File: config.mk
export PLATFORM = sky130hd
export DESIGN_NAME = sdbl_top
export DESIGN_NICKNAME = d
export VERILOG_FILES = /design/src/sdbl_pkg.sv /design/src/sdbl_bank_if.sv /design/src/sdbl_bank.sv /design/src/sdbl_top.sv
export SDC_FILE = /design/constraint.sdc
export NUM_CORES = 1
export LEC_CHECK = 0
export CAP_MARGIN = 30
export CORE_ASPECT_RATIO = 1.1
export CORE_MARGIN = 1.5
export CORE_UTILIZATION = 50
export DETAILED_ROUTE_END_ITERATION = 6
export DONT_BUFFER_PORTS = 1
export SLEW_MARGIN = 40
export SYNTH_ARGS = -nofsm -noshare
export SYNTH_HDL_FRONTEND = slang
export SYNTH_SLANG_ARGS = --single-unit
File: constraint.sdc
create_clock -name clk_i -period 5.05 [get_ports clk_i]
set_input_delay 1.01 -clock clk_i [delete_from_list [all_inputs] [get_ports clk_i]]
set_output_delay 1.01 -clock clk_i [all_outputs]
set_load 0.02 [all_outputs]
File: src/sdbl_pkg.sv
// shared constants and types for the bank command legality block
package sdbl_pkg;

    localparam int CLK_PERIOD_NS        = 20;
    localparam int PRECHARGE_PERIOD_NS  = 20;
    localparam int ACT_TO_ACCESS_NS     = 20;
    localparam int REFRESH_CYCLE_NS     = 70;
    localparam int SELF_REF_EXIT_NS     = 70;
    localparam int MODE_LOAD_CYC        = 2;
    localparam int BURST_LEN_DEF        = 4;

    // least times round up to whole cycles, never below one
    localparam int PRECHARGE_PERIOD_CYC = (PRECHARGE_PERIOD_NS + CLK_PERIOD_NS - 1) / CLK_PERIOD_NS;
    localparam int ACT_TO_ACCESS_CYC    = (ACT_TO_ACCESS_NS + CLK_PERIOD_NS - 1) / CLK_PERIOD_NS;
    localparam int REFRESH_CYCLE_CYC    = (REFRESH_CYCLE_NS + CLK_PERIOD_NS - 1) / CLK_PERIOD_NS;
    localparam int SELF_REF_EXIT_CYC    = (SELF_REF_EXIT_NS + CLK_PERIOD_NS - 1) / CLK_PERIOD_NS;

    localparam int NUM_BANKS            = 4;
    localparam int TMR_W                = 8;
    localparam int PIN_W                = 8;
    localparam logic [7:0] PIN_RST      = 8'h7E;

    typedef enum logic [3:0] {
        CMD_INHIBIT = 4'h0,
        CMD_NOP     = 4'h1,
        CMD_ACT     = 4'h2,
        CMD_RD      = 4'h3,
        CMD_WR      = 4'h4,
        CMD_PRE     = 4'h5,
        CMD_REF     = 4'h6,
        CMD_MRS     = 4'h7,
        CMD_BST     = 4'h8
    } sdbl_cmd_t;

    typedef enum logic [7:0] {
        BK_IDLE  = 8'h01,
        BK_ACTG  = 8'h02,
        BK_ACTV  = 8'h04,
        BK_RD    = 8'h08,
        BK_WR    = 8'h10,
        BK_PRE   = 8'h20,
        BK_RDAP  = 8'h40,
        BK_WRAP  = 8'h80
    } sdbl_bank_st_t;

    typedef enum logic [4:0] {
        G_NORM = 5'h01,
        G_REF  = 5'h02,
        G_MRS  = 5'h04,
        G_SREF = 5'h08,
        G_SXIT = 5'h10
    } sdbl_glob_st_t;

endpackage : sdbl_pkg

File: src/sdbl_bank_if.sv
// command and state carrier between the decoder and one bank tracker
interface sdbl_bank_if;
    logic                   cmd_go;
    sdbl_pkg::sdbl_cmd_t    cmd;
    logic                   ap;
    logic                   stop;
    logic                   cut;
    sdbl_pkg::sdbl_bank_st_t st;
    logic                   same_ok;

    modport ctrl (output cmd_go, cmd, ap, stop, cut, input st, same_ok);
    modport bank (input cmd_go, cmd, ap, stop, cut, output st, same_ok);
endinterface : sdbl_bank_if

File: src/sdbl_bank.sv
// per-bank state tracker with its own delay timer
module sdbl_bank #(
    parameter int BURST_LEN = sdbl_pkg::BURST_LEN_DEF
) (
    input  wire logic  clk_i,
    input  wire logic  sys_rst_i,
    sdbl_bank_if.bank  bif
);
    localparam logic [sdbl_pkg::TMR_W-1:0] PRE_T = sdbl_pkg::TMR_W'(sdbl_pkg::PRECHARGE_PERIOD_CYC);
    localparam logic [sdbl_pkg::TMR_W-1:0] ACT_T = sdbl_pkg::TMR_W'(sdbl_pkg::ACT_TO_ACCESS_CYC);
    localparam logic [sdbl_pkg::TMR_W-1:0] BL_T  = sdbl_pkg::TMR_W'(BURST_LEN);

    sdbl_pkg::sdbl_bank_st_t        st_r;
    sdbl_pkg::sdbl_bank_st_t        st_nxt;
    logic [sdbl_pkg::TMR_W-1:0]     tmr_r;
    logic [sdbl_pkg::TMR_W-1:0]     tmr_nxt;
    wire                            done;
    wire                            in_burst;

    assign done     = (tmr_r == sdbl_pkg::TMR_W'(1));
    assign in_burst = (st_r == sdbl_pkg::BK_RD) || (st_r == sdbl_pkg::BK_WR);
    assign bif.st   = st_r;

    // same-bank command acceptance per state
    always_comb begin
        unique case (st_r)
            sdbl_pkg::BK_IDLE: bif.same_ok = (bif.cmd == sdbl_pkg::CMD_ACT) || (bif.cmd == sdbl_pkg::CMD_PRE);
            sdbl_pkg::BK_ACTV: bif.same_ok = (bif.cmd == sdbl_pkg::CMD_RD) || (bif.cmd == sdbl_pkg::CMD_WR)
                                           || (bif.cmd == sdbl_pkg::CMD_PRE);
            sdbl_pkg::BK_RD,
            sdbl_pkg::BK_WR:   bif.same_ok = (bif.cmd == sdbl_pkg::CMD_RD) || (bif.cmd == sdbl_pkg::CMD_WR)
                                           || (bif.cmd == sdbl_pkg::CMD_PRE) || (bif.cmd == sdbl_pkg::CMD_BST);
            default:           bif.same_ok = 1'b0;
        endcase
    end

    always_comb begin
        st_nxt  = st_r;
        tmr_nxt = (tmr_r > sdbl_pkg::TMR_W'(1)) ? tmr_r - sdbl_pkg::TMR_W'(1) : tmr_r;
        if (bif.cmd_go) begin
            unique case (bif.cmd)
                sdbl_pkg::CMD_ACT: begin
                    st_nxt  = sdbl_pkg::BK_ACTG;
                    tmr_nxt = ACT_T;
                end
                sdbl_pkg::CMD_RD: begin
                    st_nxt  = bif.ap ? sdbl_pkg::BK_RDAP : sdbl_pkg::BK_RD;
                    tmr_nxt = BL_T;
                end
                sdbl_pkg::CMD_WR: begin
                    st_nxt  = bif.ap ? sdbl_pkg::BK_WRAP : sdbl_pkg::BK_WR;
                    tmr_nxt = BL_T;
                end
                sdbl_pkg::CMD_PRE: begin
                    if (st_r != sdbl_pkg::BK_IDLE) begin
                        st_nxt  = sdbl_pkg::BK_PRE;
                        tmr_nxt = PRE_T;
                    end
                end
                default: begin
                    st_nxt = st_r;
                end
            endcase
        end else if (bif.stop && in_burst) begin
            st_nxt = sdbl_pkg::BK_ACTV;
        end else if (bif.cut && in_burst) begin
            st_nxt = sdbl_pkg::BK_ACTV;
        end else if (bif.cut && (st_r == sdbl_pkg::BK_RDAP || st_r == sdbl_pkg::BK_WRAP)) begin
            st_nxt  = sdbl_pkg::BK_PRE;
            tmr_nxt = PRE_T;
        end else if (done) begin
            unique case (st_r)
                sdbl_pkg::BK_ACTG: st_nxt = sdbl_pkg::BK_ACTV;
                sdbl_pkg::BK_RD,
                sdbl_pkg::BK_WR:   st_nxt = sdbl_pkg::BK_ACTV;
                sdbl_pkg::BK_PRE:  st_nxt = sdbl_pkg::BK_IDLE;
                sdbl_pkg::BK_RDAP,
                sdbl_pkg::BK_WRAP: begin
                    st_nxt  = sdbl_pkg::BK_PRE;
                    tmr_nxt = PRE_T;
                end
                default:           st_nxt = st_r;
            endcase
        end
    end

    always_ff @(posedge clk_i) begin
        if (sys_rst_i) begin
            st_r  <= sdbl_pkg::BK_IDLE;
            tmr_r <= '0;
        end else begin
            st_r  <= st_nxt;
            tmr_r <= tmr_nxt;
        end
    end
endmodule : sdbl_bank

File: src/sdbl_top.sv
// command decoder, global state and four bank trackers
//
// Summary of operation
// - judge commands only with clock enable held high; self refresh entry is judged as it falls
// - decode strobes into inhibit, nop and commands
// - each bank keeps and judges its own state
// - idle bank takes activate; precharge is no-op
// - active bank takes read, write, precharge
// - burst state lasts until done, terminated or cut
// - reading bank takes read, write, precharge, terminate
// - writing bank takes read, write, precharge, terminate
// - precharging lasts one precharge period, then idle
// - activating lasts access delay, then row active
// - read with autoclose returns idle by itself
// - write with autoclose returns idle by itself
// - refresh holds busy for refresh period, then idle
// - mode load holds busy for its delay
// - burst terminate stops the latest burst only
// - idle bank never blocks other banks
// - busy bank allows other banks their commands
// - unlisted combinations are refused and flagged
// - interrupted autoclose burst starts closing at once
module sdbl_top #(
    parameter int BURST_LEN = sdbl_pkg::BURST_LEN_DEF
) (
    input  wire logic        clk_i,
    input  wire logic        sys_rst_i,
    input  wire logic        cke_i,
    input  wire logic        cs_n_i,
    input  wire logic        ras_n_i,
    input  wire logic        cas_n_i,
    input  wire logic        we_n_i,
    input  wire logic [1:0]  bank_i,
    input  wire logic        a10_i,
    output logic [31:0]      bank_state_o,
    output logic             all_idle_o,
    output logic             busy_o,
    output logic             self_refresh_o,
    output logic             accept_o,
    output logic             illegal_o,
    output logic [3:0]       cmd_o
);
    generate
        if (BURST_LEN < 1 || BURST_LEN > 255) begin : g_chk
            $error("BURST_LEN must lie in 1..255");
        end

        if (sdbl_pkg::REFRESH_CYCLE_CYC > 255 || sdbl_pkg::SELF_REF_EXIT_CYC > 255
            || sdbl_pkg::MODE_LOAD_CYC > 255 || sdbl_pkg::ACT_TO_ACCESS_CYC > 255
            || sdbl_pkg::PRECHARGE_PERIOD_CYC > 255) begin : g_tmr_chk
            $error("package delays must fit the timer");
        end
    endgenerate

    localparam logic [sdbl_pkg::TMR_W-1:0] REF_T  = sdbl_pkg::TMR_W'(sdbl_pkg::REFRESH_CYCLE_CYC);
    localparam logic [sdbl_pkg::TMR_W-1:0] MRS_T  = sdbl_pkg::TMR_W'(sdbl_pkg::MODE_LOAD_CYC);
    localparam logic [sdbl_pkg::TMR_W-1:0] SXIT_T = sdbl_pkg::TMR_W'(sdbl_pkg::SELF_REF_EXIT_CYC);

    // command strobes to command code
    function automatic sdbl_pkg::sdbl_cmd_t sdbl_decode(input logic cs_n, input logic ras_n,
                                                       input logic cas_n, input logic we_n);
        logic [2:0] s;
        s = {ras_n, cas_n, we_n};
        if (cs_n) begin
            return sdbl_pkg::CMD_INHIBIT;
        end
        unique case (s)
            3'b111:  return sdbl_pkg::CMD_NOP;
            3'b011:  return sdbl_pkg::CMD_ACT;
            3'b101:  return sdbl_pkg::CMD_RD;
            3'b100:  return sdbl_pkg::CMD_WR;
            3'b010:  return sdbl_pkg::CMD_PRE;
            3'b001:  return sdbl_pkg::CMD_REF;
            3'b000:  return sdbl_pkg::CMD_MRS;
            default: return sdbl_pkg::CMD_BST;
        endcase
    endfunction : sdbl_decode

    // bank state may be closed by a precharge-all
    function automatic logic sdbl_closable(input sdbl_pkg::sdbl_bank_st_t s);
        return (s == sdbl_pkg::BK_IDLE) || (s == sdbl_pkg::BK_ACTV)
            || (s == sdbl_pkg::BK_RD) || (s == sdbl_pkg::BK_WR);
    endfunction : sdbl_closable

    logic [sdbl_pkg::PIN_W-1:0]     pin_s1_r;
    logic [sdbl_pkg::PIN_W-1:0]     pin_s2_r;
    logic                           cke_prev_r;

    sdbl_pkg::sdbl_glob_st_t        glob_r;
    sdbl_pkg::sdbl_glob_st_t        glob_nxt;
    logic [sdbl_pkg::TMR_W-1:0]     gtmr_r;
    logic [sdbl_pkg::TMR_W-1:0]     gtmr_nxt;

    logic [1:0]                     last_bk_r;
    logic [1:0]                     last_bk_nxt;

    logic                           all_idle_r;
    logic                           busy_r;
    logic                           sref_r;
    logic                           accept_r;
    logic                           illegal_r;
    logic [3:0]                     cmd_r;

    wire                            cke_s;
    wire                            cs_n_s;
    wire                            ras_n_s;
    wire                            cas_n_s;
    wire                            we_n_s;
    wire  [1:0]                     bk_s;
    wire                            a10_s;

    sdbl_pkg::sdbl_cmd_t            cmd_d;

    wire                            cke_run;
    wire                            cke_enter_low;
    wire                            cke_wake;
    wire                            is_nop;
    wire                            norm;

    wire                            all_idle;
    wire                            all_closable;
    wire                            pre_all;
    wire                            tgt_ok;
    wire                            burst_cmd;

    logic                           legal;
    wire                            take;
    wire                            flag_bad;
    wire                            gdone;

    wire  [sdbl_pkg::NUM_BANKS-1:0] idle_v;
    wire  [sdbl_pkg::NUM_BANKS-1:0] clos_v;
    wire  [sdbl_pkg::NUM_BANKS-1:0] ok_v;
    wire  [sdbl_pkg::NUM_BANKS-1:0] rw_v;

    // pins from the controller pass two flip-flops before use
    always_ff @(posedge clk_i) begin
        if (sys_rst_i) begin
            pin_s1_r <= sdbl_pkg::PIN_RST;
            pin_s2_r <= sdbl_pkg::PIN_RST;
        end else begin
            pin_s1_r <= {a10_i, bank_i, we_n_i, cas_n_i, ras_n_i, cs_n_i, cke_i};
            pin_s2_r <= pin_s1_r;
        end
    end

    assign cke_s   = pin_s2_r[0];
    assign cs_n_s  = pin_s2_r[1];
    assign ras_n_s = pin_s2_r[2];
    assign cas_n_s = pin_s2_r[3];
    assign we_n_s  = pin_s2_r[4];
    assign bk_s    = pin_s2_r[6:5];
    assign a10_s   = pin_s2_r[7];

    assign cmd_d         = sdbl_decode(cs_n_s, ras_n_s, cas_n_s, we_n_s);
    assign is_nop        = (cmd_d == sdbl_pkg::CMD_INHIBIT) || (cmd_d == sdbl_pkg::CMD_NOP);
    assign cke_run       = cke_prev_r && cke_s;
    assign cke_enter_low = cke_prev_r && !cke_s;
    assign cke_wake      = !cke_prev_r && cke_s;
    assign norm          = (glob_r == sdbl_pkg::G_NORM);
    assign gdone         = (gtmr_r == sdbl_pkg::TMR_W'(1));

    sdbl_bank_if bif [sdbl_pkg::NUM_BANKS] ();

    genvar gi;
    generate
        for (gi = 0; gi < sdbl_pkg::NUM_BANKS; gi++) begin : g_bank
            assign idle_v[gi] = (bif[gi].st == sdbl_pkg::BK_IDLE);
            assign clos_v[gi] = sdbl_closable(bif[gi].st);
            assign ok_v[gi]   = bif[gi].same_ok;
            assign rw_v[gi]   = (bif[gi].st == sdbl_pkg::BK_RD) || (bif[gi].st == sdbl_pkg::BK_WR);

            // each bank sees the command; only its own state judges it
            assign bif[gi].cmd    = cmd_d;
            assign bif[gi].ap     = a10_s;
            assign bif[gi].cmd_go = take && ((cmd_d == sdbl_pkg::CMD_PRE && pre_all)
                                    || (cmd_d != sdbl_pkg::CMD_BST && bk_s == 2'(gi)));
            assign bif[gi].stop   = take && (cmd_d == sdbl_pkg::CMD_BST) && (last_bk_r == 2'(gi));
            assign bif[gi].cut    = take && burst_cmd && (bk_s != 2'(gi));

            sdbl_bank #(
                .BURST_LEN (BURST_LEN)
            ) u_bank (
                .clk_i     (clk_i),
                .sys_rst_i (sys_rst_i),
                .bif       (bif[gi])
            );

            assign bank_state_o[gi*8 +: 8] = bif[gi].st;
        end
    endgenerate

    assign all_idle     = &idle_v;
    assign all_closable = &clos_v;
    assign pre_all      = (cmd_d == sdbl_pkg::CMD_PRE) && a10_s;
    assign tgt_ok       = ok_v[bk_s];
    assign burst_cmd    = (cmd_d == sdbl_pkg::CMD_RD) || (cmd_d == sdbl_pkg::CMD_WR);

    // legality of a non-nop command in normal operation
    always_comb begin
        unique case (cmd_d)
            sdbl_pkg::CMD_ACT,
            sdbl_pkg::CMD_RD,
            sdbl_pkg::CMD_WR:  legal = tgt_ok;
            sdbl_pkg::CMD_PRE: legal = a10_s ? all_closable : tgt_ok;
            sdbl_pkg::CMD_REF,
            sdbl_pkg::CMD_MRS: legal = all_idle;
            sdbl_pkg::CMD_BST: legal = rw_v[last_bk_r];
            default:           legal = 1'b1;
        endcase
    end

    assign take     = cke_run && norm && !is_nop && legal;
    assign flag_bad = cke_run && !is_nop && !(norm && legal);

    // global refresh, mode load and self refresh sequencing
    always_comb begin
        glob_nxt = glob_r;
        gtmr_nxt = (gtmr_r > sdbl_pkg::TMR_W'(1)) ? gtmr_r - sdbl_pkg::TMR_W'(1) : gtmr_r;
        unique case (glob_r)
            sdbl_pkg::G_NORM: begin
                if (cke_enter_low && cmd_d == sdbl_pkg::CMD_REF && all_idle) begin
                    glob_nxt = sdbl_pkg::G_SREF;
                end else if (take && cmd_d == sdbl_pkg::CMD_REF) begin
                    glob_nxt = sdbl_pkg::G_REF;
                    gtmr_nxt = REF_T;
                end else if (take && cmd_d == sdbl_pkg::CMD_MRS) begin
                    glob_nxt = sdbl_pkg::G_MRS;
                    gtmr_nxt = MRS_T;
                end
            end
            sdbl_pkg::G_REF,
            sdbl_pkg::G_MRS: begin
                if (gdone) begin
                    glob_nxt = sdbl_pkg::G_NORM;
                end
            end
            sdbl_pkg::G_SREF: begin
                if (cke_wake) begin
                    glob_nxt = sdbl_pkg::G_SXIT;
                    gtmr_nxt = SXIT_T;
                end
            end
            sdbl_pkg::G_SXIT: begin
                if (gdone) begin
                    glob_nxt = sdbl_pkg::G_NORM;
                end
            end
            default: begin
                glob_nxt = sdbl_pkg::G_NORM;
            end
        endcase
    end

    assign last_bk_nxt = (take && burst_cmd) ? bk_s : last_bk_r;

    always_ff @(posedge clk_i) begin
        if (sys_rst_i) begin
            cke_prev_r <= 1'b0;
            glob_r     <= sdbl_pkg::G_NORM;
            gtmr_r     <= '0;
            last_bk_r  <= 2'h0;
        end else begin
            cke_prev_r <= cke_s;
            glob_r     <= glob_nxt;
            gtmr_r     <= gtmr_nxt;
            last_bk_r  <= last_bk_nxt;
        end
    end

    // registered status outputs
    always_ff @(posedge clk_i) begin
        if (sys_rst_i) begin
            all_idle_r <= 1'b1;
            busy_r     <= 1'b0;
            sref_r     <= 1'b0;
            accept_r   <= 1'b0;
            illegal_r  <= 1'b0;
            cmd_r      <= 4'h0;
        end else begin
            all_idle_r <= all_idle && norm;
            busy_r     <= !norm;
            sref_r     <= (glob_r == sdbl_pkg::G_SREF) || (glob_r == sdbl_pkg::G_SXIT);
            accept_r   <= take;
            illegal_r  <= flag_bad;
            cmd_r      <= cmd_d;
        end
    end

    assign all_idle_o     = all_idle_r;
    assign busy_o         = busy_r;
    assign self_refresh_o = sref_r;
    assign accept_o       = accept_r;
    assign illegal_o      = illegal_r;
    assign cmd_o          = cmd_r;
endmodule : sdbl_top

==> results.rst, run 1 <==
.. list-table::
   :header-rows: 1

   * - Metric
     - Value
   * - Clk root buf
     - sky130_fd_sc_hd__clkbuf_16
   * - Synth async-reset ratio
     - 0%
   * - Top achievable clock speed
     - around 270 MHz
   * - Post-route antenna net violation count
     - 0
   * - Largest fanout on the critical path
     - 9
   * - Clock tree from TritonCTS
     - done
   * - Post-Syn Instances
     - 724
   * - Vertical extent of the die
     - between 100 and 150 um
   * - Post-CTS setup repair buffer count
     - 0
   * - Clk sinks
     - 105
   * - Finish-stage setup viols
     - 0
   * - Die outline width
     - 105.9 um
   * - Clock-pin slew on the worst setup and hold paths
     - 0.07 ns
   * - Detailed Routing Iterations Pass 1
     - 5
   * - N_diodes
     - 0
   * - Worst setup EP type
     - flop
   * - Clock period minus worst slack
     - around 3.8 ns
   * - Nature of the critical path startpoint
     - flop
   * - Cell Chain, Critical Path
     - nor4_1, nand3_1, or4_1, o211a_2, a21oi_1, buf_4, and2_1, or2_2, a211oi_1
   * - Number of remaining DRC errors
     - 0
   * - Area of the core
     - 11440 um2
   * - Initial antenna violation count
     - 0
   * - Worst IR Drop VDD
     - 0.3371 mV
   * - First-pass GRT wire length
     - 25690 um
   * - DIE AREA
     - 12310 um2
   * - HPWL reported at the end of detailed placement
     - 11720 um
   * - Hold-fix buffers, CTS
     - 0
   * - Cts bufs inserted
     - 9
   * - CP Data Arrival Time
     - 3.99 ns
   * - Number of filler cells placed in the layout
     - 1117
   * - Buffer and inverter count on the worst path
     - 1
   * - Final hold viol count
     - 0
   * - Average footprint of a synthesized cell
     - a little over 8 um2
   * - Final core occ
     - 53.92%
   * - Count of routing violations after the opening detailed-route iteration
     - 390
   * - Clock latency at the later pin of the worst-skew pair
     - 0.35 ns
   * - Area growth from synthesis to layout
     - 5.862%
   * - Count of vias placed by the detailed router
     - 5258
   * - Global route overflow
     - 0
   * - Yosys warning count
     - 0
   * - Final Slew Violations
     - 0
   * - Post_cts resized
     - 0
   * - Post-synthesis cell area
     - ~5800 um2
   * - Slowest library cell on the worst path
     - sky130_fd_sc_hd__nor4_1
   * - Number of I/O port buffers
     - 0
   * - Fraction of final layout cells sized beyond drive strength 1
     - 8.732%
   * - Setup clock skew after layout
     - 0.006110 ns
   * - I/O pin cnt
     - 51
   * - Fin Setup TNS
     - 0 ns
   * - Initial cell density of the core
     - 50.94%
   * - Number of global-route vias before repair
     - 4960
   * - Category of the most critical setup path
     - flop to flop
   * - RSZ-0062 raised after global routing
     - false
   * - Critical path's largest stage delay
     - 0.73 ns
   * - Aggregate routed wire length
     - 15870 um
   * - Post-Syn Nets
     - ~740
   * - Clock tree buffer depth
     - 2
   * - EDFF count, synth
     - 0
   * - Transition time at the pin with the least slew margin
     - 0.8389 ns
   * - Pwr Density
     - 429.2 nW/um2
   * - CP delay by family, top
     - simple AND/OR/NAND/NOR gates
   * - Max H-tree Level
     - 3
   * - Result of the run
     - finished clean
   * - Max capacitance violation total
     - 0
   * - Netlist cell types
     - between 70 and 80
   * - Period utilisation layout
     - around 75%
   * - Ys flop type
     - sky130_fd_sc_hd__dfxtp_1
   * - Flip-flop and latch count after synthesis
     - 105
   * - Share of the yosys chip area belonging to registers
     - 36.07%
   * - Per-cell routed wire length
     - between 15 and 20 um
   * - Critical path required time
     - 5.27 ns
   * - Row cnt
     - between 40 and 50
   * - Largest net degree at the start of global routing
     - 55
   * - Number of nets in the final layout
     - roughly 730
   * - Class of the worst hold path
     - flop to flop
   * - Relative slew margins
     - 44.01%
   * - All-layer global routing usage
     - 26.60%
   * - Static leakage
     - 2.225 nW
   * - Final GP Congestion
     - 0.9079
   * - Average vias per placed instance
     - 6.114
[power breakdown]
group          internal, mW  total, mW  switching (mW)
logic                 0.409      0.866           0.457
clock network         0.384      0.691           0.307
registers             0.967       1.09           0.123
total                  1.76       2.65           0.888
[cell usage after synthesis, drive strengths merged, types with 12 or more instances]
| master | count | area (um2) |
|---|---|---|
| a21oi | 41 | 205.2 |
| nor3 | 40 | 210.2 |
| nor2 | 78 | 295.3 |
| buf | 15 | 97.59 |
| xnor2 | 34 | 297.8 |
| nor4 | 17 | 121.4 |
| xor2 | 12 | 105.1 |
| o21ai | 54 | 274.0 |
| nand3 | 26 | 130.1 |
| clkbuf | 20 | 75.07 |
| nand2 | 61 | 229.0 |
| or2 | 19 | 118.9 |
| inv | 21 | 78.83 |
| dfxtp | 105 | 2102 |
[placed cells by master, fill, tap and decap left out, types with 4 or more instances in the layout]
cell type	synthesis	routed
sky130_fd_sc_hd__o21ai_0	50	50
sky130_fd_sc_hd__ha_1	10	10
sky130_fd_sc_hd__xnor2_1	34	34
sky130_fd_sc_hd__nand4_1	5	5
sky130_fd_sc_hd__nor3_1	38	38
sky130_fd_sc_hd__clkbuf_16	0	9
sky130_fd_sc_hd__buf_4	3	5
sky130_fd_sc_hd__o22ai_1	5	5
sky130_fd_sc_hd__and3_1	5	5
sky130_fd_sc_hd__nand2b_1	10	10
sky130_fd_sc_hd__a211oi_1	9	9
sky130_fd_sc_hd__and2_1	10	10
sky130_fd_sc_hd__a21oi_1	41	41
sky130_fd_sc_hd__or4_1	8	8
sky130_fd_sc_hd__a22o_1	7	7
sky130_fd_sc_hd__dfxtp_1	105	105
sky130_fd_sc_hd__nor3b_1	4	4
sky130_fd_sc_hd__inv_1	21	21
sky130_fd_sc_hd__nor2b_1	10	10
sky130_fd_sc_hd__or2_2	18	18
sky130_fd_sc_hd__or3_1	6	6
sky130_fd_sc_hd__nor4_1	16	16
sky130_fd_sc_hd__nor2_1	77	77
sky130_fd_sc_hd__nand2_1	61	61
sky130_fd_sc_hd__xor2_1	12	12
sky130_fd_sc_hd__o31ai_1	9	9
sky130_fd_sc_hd__o211ai_1	9	9
sky130_fd_sc_hd__a31o_2	4	4
sky130_fd_sc_hd__nand3_1	26	26
sky130_fd_sc_hd__or3b_2	4	4
sky130_fd_sc_hd__a31oi_1	6	6
[layer usage]
metal,global-route usage (%),share of wire (%),up-vias
li1,-,-,2563
met1,33.77,45,2502
met2,44.46,47,162
met3,5.190,5.3,31
met4,11.26,2.6,0
met5,0,0,-
[cells by family after synthesis]
family | after synthesis | synth area share (%)
multiplexers | 6 | 1.159
buffers and inverters | 57 | 4.380
adder cells (fa/ha/maj) | 10 | 2.147
AND/OR/NAND/NOR | 322 | 29.38
XOR/XNOR | 46 | 6.914
AO/OA/AOI/OAI | 178 | 19.95
flip-flops | 105 | 36.07
[area by class of cell]
| type | instances | area, um2 | share of cell area, % |
|---|---|---|---|
| Inverter | 22 | 82.58 | 1.339 |
| Clock inverter | 5 | 56.30 | 0.9128 |
| Timing Repair Buffer | 5 | 37.54 | 0.6085 |
| Tap cell | 150 | 187.7 | 3.043 |
| Clock buffer | 11 | 232.7 | 3.773 |
| Sequential cell | 105 | 2102 | 34.08 |
| Multi-Input combinational cell | 562 | 3470 | 56.25 |
[state kept, by name, summed over array words and instances, names as in the netlist]
signal,flops
gtmr_r,8
glob_r,5
pin_s1_r,8
accept_o,1
pin_s2_r,8
g_bank.u_bank.bif.st,32
g_bank.u_bank.tmr_r,32
illegal_o,1
cmd_o,4
all_idle_o,1
last_bk_r,2
busy_o,1
cke_prev_r,1
self_refresh_o,1
[final timing paths]
| path | startpoint | endpoint | slack, ns | depth (start not counted) |
|---|---|---|---|---|
| worst min register to register | pin_s1_r[6]$_SDFF_PP1_ | pin_s2_r[6]$_SDFF_PP1_ | 0.41 | 1 |
| worst min-delay path | pin_s1_r[6]$_SDFF_PP1_ | pin_s2_r[6]$_SDFF_PP1_ | 0.41 | 1 |
| worst max register to register | g_bank[3].u_bank.bif.st[7]$_SDFFE_PP0P_ | g_bank[1].u_bank.tmr_r[1]$_SDFF_PP0_ | 1.28 | 9 |
| worst max-delay path | g_bank[3].u_bank.bif.st[7]$_SDFFE_PP0P_ | g_bank[1].u_bank.tmr_r[1]$_SDFF_PP0_ | 1.28 | 9 |
[through the flow]
| stage | hold WS (ns) | instance area, um2 | instances | setup slack, ns | power, mW |
|---|---|---|---|---|---|
| after floorplan | 0.3895 | 5827 | 724 | 2.074 | 1.816 |
| after global placement | 0.3918 | 5879 | 844 | 1.519 | 1.951 |
| after detailed placement | 0.3923 | 5879 | 844 | 1.404 | 1.977 |
| after CTS | 0.4084 | 6168 | 860 | 1.385 | 2.674 |
| after global routing | 0.4205 | 6168 | 860 | 1.073 | 2.853 |
| final | 0.4089 | 6168 | 860 | 1.280 | 2.648 |
[worst reg2reg max path, delay by kind of cell (launching register included)]
family	cells	cell delay, ns
and+or+nand+nor	5	2.10
AOI/OAI and AO/OA	3	0.84
DFF	1	0.45
buffers and inverters	1	0.24
(Power assumes the default switching activity.)
==> inputs of run 2 (changes only) <==
ABC_AREA = 1   (was default)
PLACE_DENSITY = 0.68   (was default)
clock period = 3.42 ns   (was 5.05 ns; I/O delays follow)
==> results.rst, run 2 <==
.. list-table::
   :header-rows: 1

   * - Metric
     - Value
   * - Result of the run
     - finished clean
   * - Number of nets in the final layout
     - 931 (+28%)
   * - Clk pwr share
     - 23.6% (-2.5 points)
   * - List of most frequent post-synthesis cells
     - sky130_fd_sc_hd__nor2_1, sky130_fd_sc_hd__nand2_1, sky130_fd_sc_hd__inv_1
   * - Post_cts resized
     - 0 (unchanged)
   * - Number of remaining DRC errors
     - 0 (unchanged)
   * - Switching part of the total power
     - 37.87% (+4.3 points)
   * - Worst setup EP type
     - flop
   * - Static leakage
     - 2.795 nW (+26%)
   * - Number of filler cells placed in the layout
     - 1184 (+6.0%)
   * - Largest net degree at the start of global routing
     - 70 (+27%)
   * - Post-route antenna net violation count
     - 0 (unchanged)
   * - Clock period minus worst slack
     - 2.972 ns (-0.7978 ns)
   * - Post-synthesis cell area
     - 5912 um2 (+1.5%)
   * - Most area-hungry cell type in the Yosys netlist
     - sky130_fd_sc_hd__dfxtp_1
   * - Global route overflow
     - 0 (unchanged)
   * - Share of the yosys chip area belonging to registers
     - 35.56% (-0.52 points)
   * - Final GP Congestion
     - 1.000 (+10%)
   * - Psw
     - 1.598 mW (+80%)
   * - Area of the core
     - 11490 um2 (+0.45%)
   * - RSZ-0062 raised after global routing
     - false
   * - Transition time at the pin with the least slew margin
     - 0.6844 ns (-0.1545 ns)
   * - Largest fanout on the critical path
     - 14 (+5)
   * - Final hold viol count
     - 0 (unchanged)
   * - Average vias per placed instance
     - 5.304 (-13%)
   * - CP Data Arrival Time
     - 3.19 ns (-0.80 ns)
   * - Worst IR Drop VDD
     - 0.3724 mV (+10%)
   * - FF+latch area
     - 2102 um2 (unchanged)
   * - Nature of the critical path startpoint
     - flop
   * - Top achievable clock speed
     - 336.5 MHz (+27%)
   * - Multi-input gate area in the final layout
     - 3268 um2 (-5.8%)
   * - Class of the worst hold path
     - input port to flop
   * - Comb power frac
     - 37.3% (+4.6 points)
   * - Final Slew Violations
     - 0 (unchanged)
   * - Fraction of synthesized cell area taken by the top area cell type
     - 35.56% (-0.52 points)
   * - Commonest cells after routing, fill and taps aside
     - sky130_fd_sc_hd__nor2_1, sky130_fd_sc_hd__nand2_1, sky130_fd_sc_hd__inv_1, sky130_fd_sc_hd__dfxtp_1, sky130_fd_sc_hd__a21oi_1
   * - Setup clock skew after layout
     - 0.008525 ns (+0.002414 ns)
   * - Die outline width
     - 106.7 um (+0.70%)
   * - Post-Syn Instances
     - 908 (+25%)
   * - Row cnt
     - 41 (unchanged)
   * - Clk sinks
     - 105 (unchanged)
   * - Finish-stage setup viols
     - 0 (unchanged)
   * - EDFF count, synth
     - 0 (unchanged)
   * - Critical path required time
     - 3.64 ns (-1.63 ns)
   * - Synth async-reset ratio
     - 0% (unchanged)
   * - All-layer global routing usage
     - 24.82% (-1.8 points)
   * - Period utilisation layout
     - 86.91% (+12 points)
   * - HPWL reported at the end of detailed placement
     - 11130 um (-5.1%)
   * - Hold-fix buffers, CTS
     - 0 (unchanged)
   * - Fraction of final layout cells sized beyond drive strength 1
     - 8.624% (-0.11 points)
   * - Vertical extent of the die
     - 117.0 um (+0.71%)
   * - Area growth from synthesis to layout
     - 7.725%
   * - Clock latency at the later pin of the worst-skew pair
     - 0.36 ns (about the same)
   * - DIE AREA
     - 12490 um2 (+1.4%)
   * - Category of the most critical setup path
     - flop to flop
   * - Fin Setup TNS
     - 0 ns (unchanged)
   * - Cts bufs inserted
     - 9 (unchanged)
   * - Number of I/O port buffers
     - 0 (unchanged)
   * - Ys flop type
     - sky130_fd_sc_hd__dfxtp_1
   * - Part of the power in registers
     - 39.0% (-2.2 points)
   * - Average footprint of a synthesized cell
     - 6.511 um2 (-19%)
   * - Clk root buf
     - sky130_fd_sc_hd__clkbuf_16
   * - Most area-consuming cells after synthesis
     - sky130_fd_sc_hd__dfxtp_1, sky130_fd_sc_hd__nor2_1, sky130_fd_sc_hd__nand2_1, sky130_fd_sc_hd__inv_1, sky130_fd_sc_hd__a21oi_1
   * - Max H-tree Level
     - 3 (unchanged)
   * - Per-cell routed wire length
     - 13.90 um (-25%)
   * - Number of global-route vias before repair
     - 5117 (+3.2%)
   * - Cell area after layout
     - 6369 um2 (+3.2%)
   * - Post-Syn Nets
     - 928 (+25%)
   * - N_diodes
     - 0 (unchanged)
   * - Placed cell areas
     - 6075 um2 (+3.3%)
   * - First-pass GRT wire length
     - 24400 um (-5.0%)
   * - Count of vias placed by the detailed router
     - 5654 (+7.5%)
   * - Detailed Routing Iterations Pass 1
     - 5 (unchanged)
   * - Initial cell density of the core
     - 51.45% (+0.51 points)
   * - Most common cell in the synthesized netlist
     - sky130_fd_sc_hd__nor2_1
   * - I/O pin cnt
     - 51 (unchanged)
   * - Clock tree buffer depth
     - 2 (unchanged)
   * - Max capacitance violation total
     - 0 (unchanged)
   * - Pwr Density
     - 662.6 nW/um2 (+54%)
   * - Count of routing violations after the opening detailed-route iteration
     - 425 (+9.0%)
   * - Aggregate routed wire length
     - 14820 um (-6.6%)
   * - Cell-internal power
     - 2.622 mW (+49%)
   * - Clock-pin slew on the worst setup and hold paths
     - 0.07 ns (about the same)
   * - Flip-flop and latch count after synthesis
     - 105 (unchanged)
   * - Most common cell after layout, fill and taps aside
     - sky130_fd_sc_hd__nor2_1
   * - Yosys warning count
     - 0 (unchanged)
   * - Netlist cell types
     - 39 (-50%)
   * - Clock tree from TritonCTS
     - done
   * - Initial antenna violation count
     - 0 (unchanged)
   * - Post-CTS setup repair buffer count
     - 0 (unchanged)
   * - Relative slew margins
     - 53.95% (+9.9 points)
run 2: power groups by stage:
stage | registers (mW) | logic (mW) | clock network [mW]
floorplan | 1.63 | 1.34 | 0
CTS | 1.65 | 1.58 | 1.02
global route | 1.67 | 1.85 | 1.07
global placement | 1.67 | 1.54 | 0
finish | 1.65 | 1.57 | 0.998
detailed placement | 1.67 | 1.56 | 0
run 2: final cells by class:
type	count	area share (%)
clock buffer	10	3.752
clock inverter	6	0.7859
inverter	133	7.839
multi-input combinational	659	51.32
sequential	105	33.01
tap	150	2.947
timing repair buffer	3	0.3536
run 2: final timing paths:
| path | start | end | slack (ns) | cells past startpoint |
|---|---|---|---|---|
| min | sys_rst_i | g_bank[2].u_bank.bif.st[7]$_SDFFE_PP0P_ | 0.39 | 1 |
| min reg2reg | pin_s1_r[0]$_SDFF_PP0_ | pin_s2_r[0]$_SDFF_PP0_ | 0.40 | 2 |
| max | g_bank[2].u_bank.bif.st[7]$_SDFFE_PP0P_ | g_bank[2].u_bank.tmr_r[1]$_SDFF_PP0_ | 0.45 | 16 |
| max reg2reg | g_bank[2].u_bank.bif.st[7]$_SDFFE_PP0P_ | g_bank[2].u_bank.tmr_r[1]$_SDFF_PP0_ | 0.45 | 16 |
run 2: kinds of logic after synthesis:
kind of cell               count (synthesis)  synth area share [%]
and+or+nand+nor                          515                 38.94
buffers and inverters                    144                 9.354
AOI/OAI and AO/OA                        111                 10.62
DFF                                      105                 35.56
xor gates and xnor gates                  23                 3.408
adders and majority gates                 10                 2.116
run 2: critical path: stages, from the launching register on:
cell and delay [ns]:
sky130_fd_sc_hd__dfxtp_1 0.40, sky130_fd_sc_hd__nor2_1 0.23, sky130_fd_sc_hd__nand2_1 0.12, sky130_fd_sc_hd__nor2_1 0.36, sky130_fd_sc_hd__nand2_1 0.09, sky130_fd_sc_hd__nor2_1 0.14, sky130_fd_sc_hd__a21oi_1 0.08, sky130_fd_sc_hd__nand2_1 0.07
sky130_fd_sc_hd__nor2_1 0.06, sky130_fd_sc_hd__nand2_4 0.15, sky130_fd_sc_hd__nand3_2 0.23, sky130_fd_sc_hd__nor2_2 0.25, sky130_fd_sc_hd__inv_2 0.09, sky130_fd_sc_hd__nor2_1 0.22, sky130_fd_sc_hd__o21ai_1 0.09, sky130_fd_sc_hd__nand2_1 0.19
sky130_fd_sc_hd__a211oi_1 0.06
run 2: stage by stage:
step / hold slack (ns) / setup slack, ns / util, % / total power, mW / std cells
after floorplan: 0.3883 / 1.141 / - / 2.964 / 908
after global placement: 0.3933 / 0.5098 / 52.86 / 3.205 / 1050
after detailed placement: 0.3969 / 0.5070 / 52.86 / 3.229 / 1050
after CTS: 0.3790 / 0.4971 / 55.38 / 4.244 / 1066
after global routing: 0.3843 / 0.1265 / 55.42 / 4.587 / 1066
final: 0.3937 / 0.4478 / 55.42 / 4.220 / 1066
run 2: layer usage:
metal  GRT usage (%)  wire length (um)
met1           31.91              6789
met2           41.32              6819
met3           3.765               726
met4           11.47               485
met5               0                 0
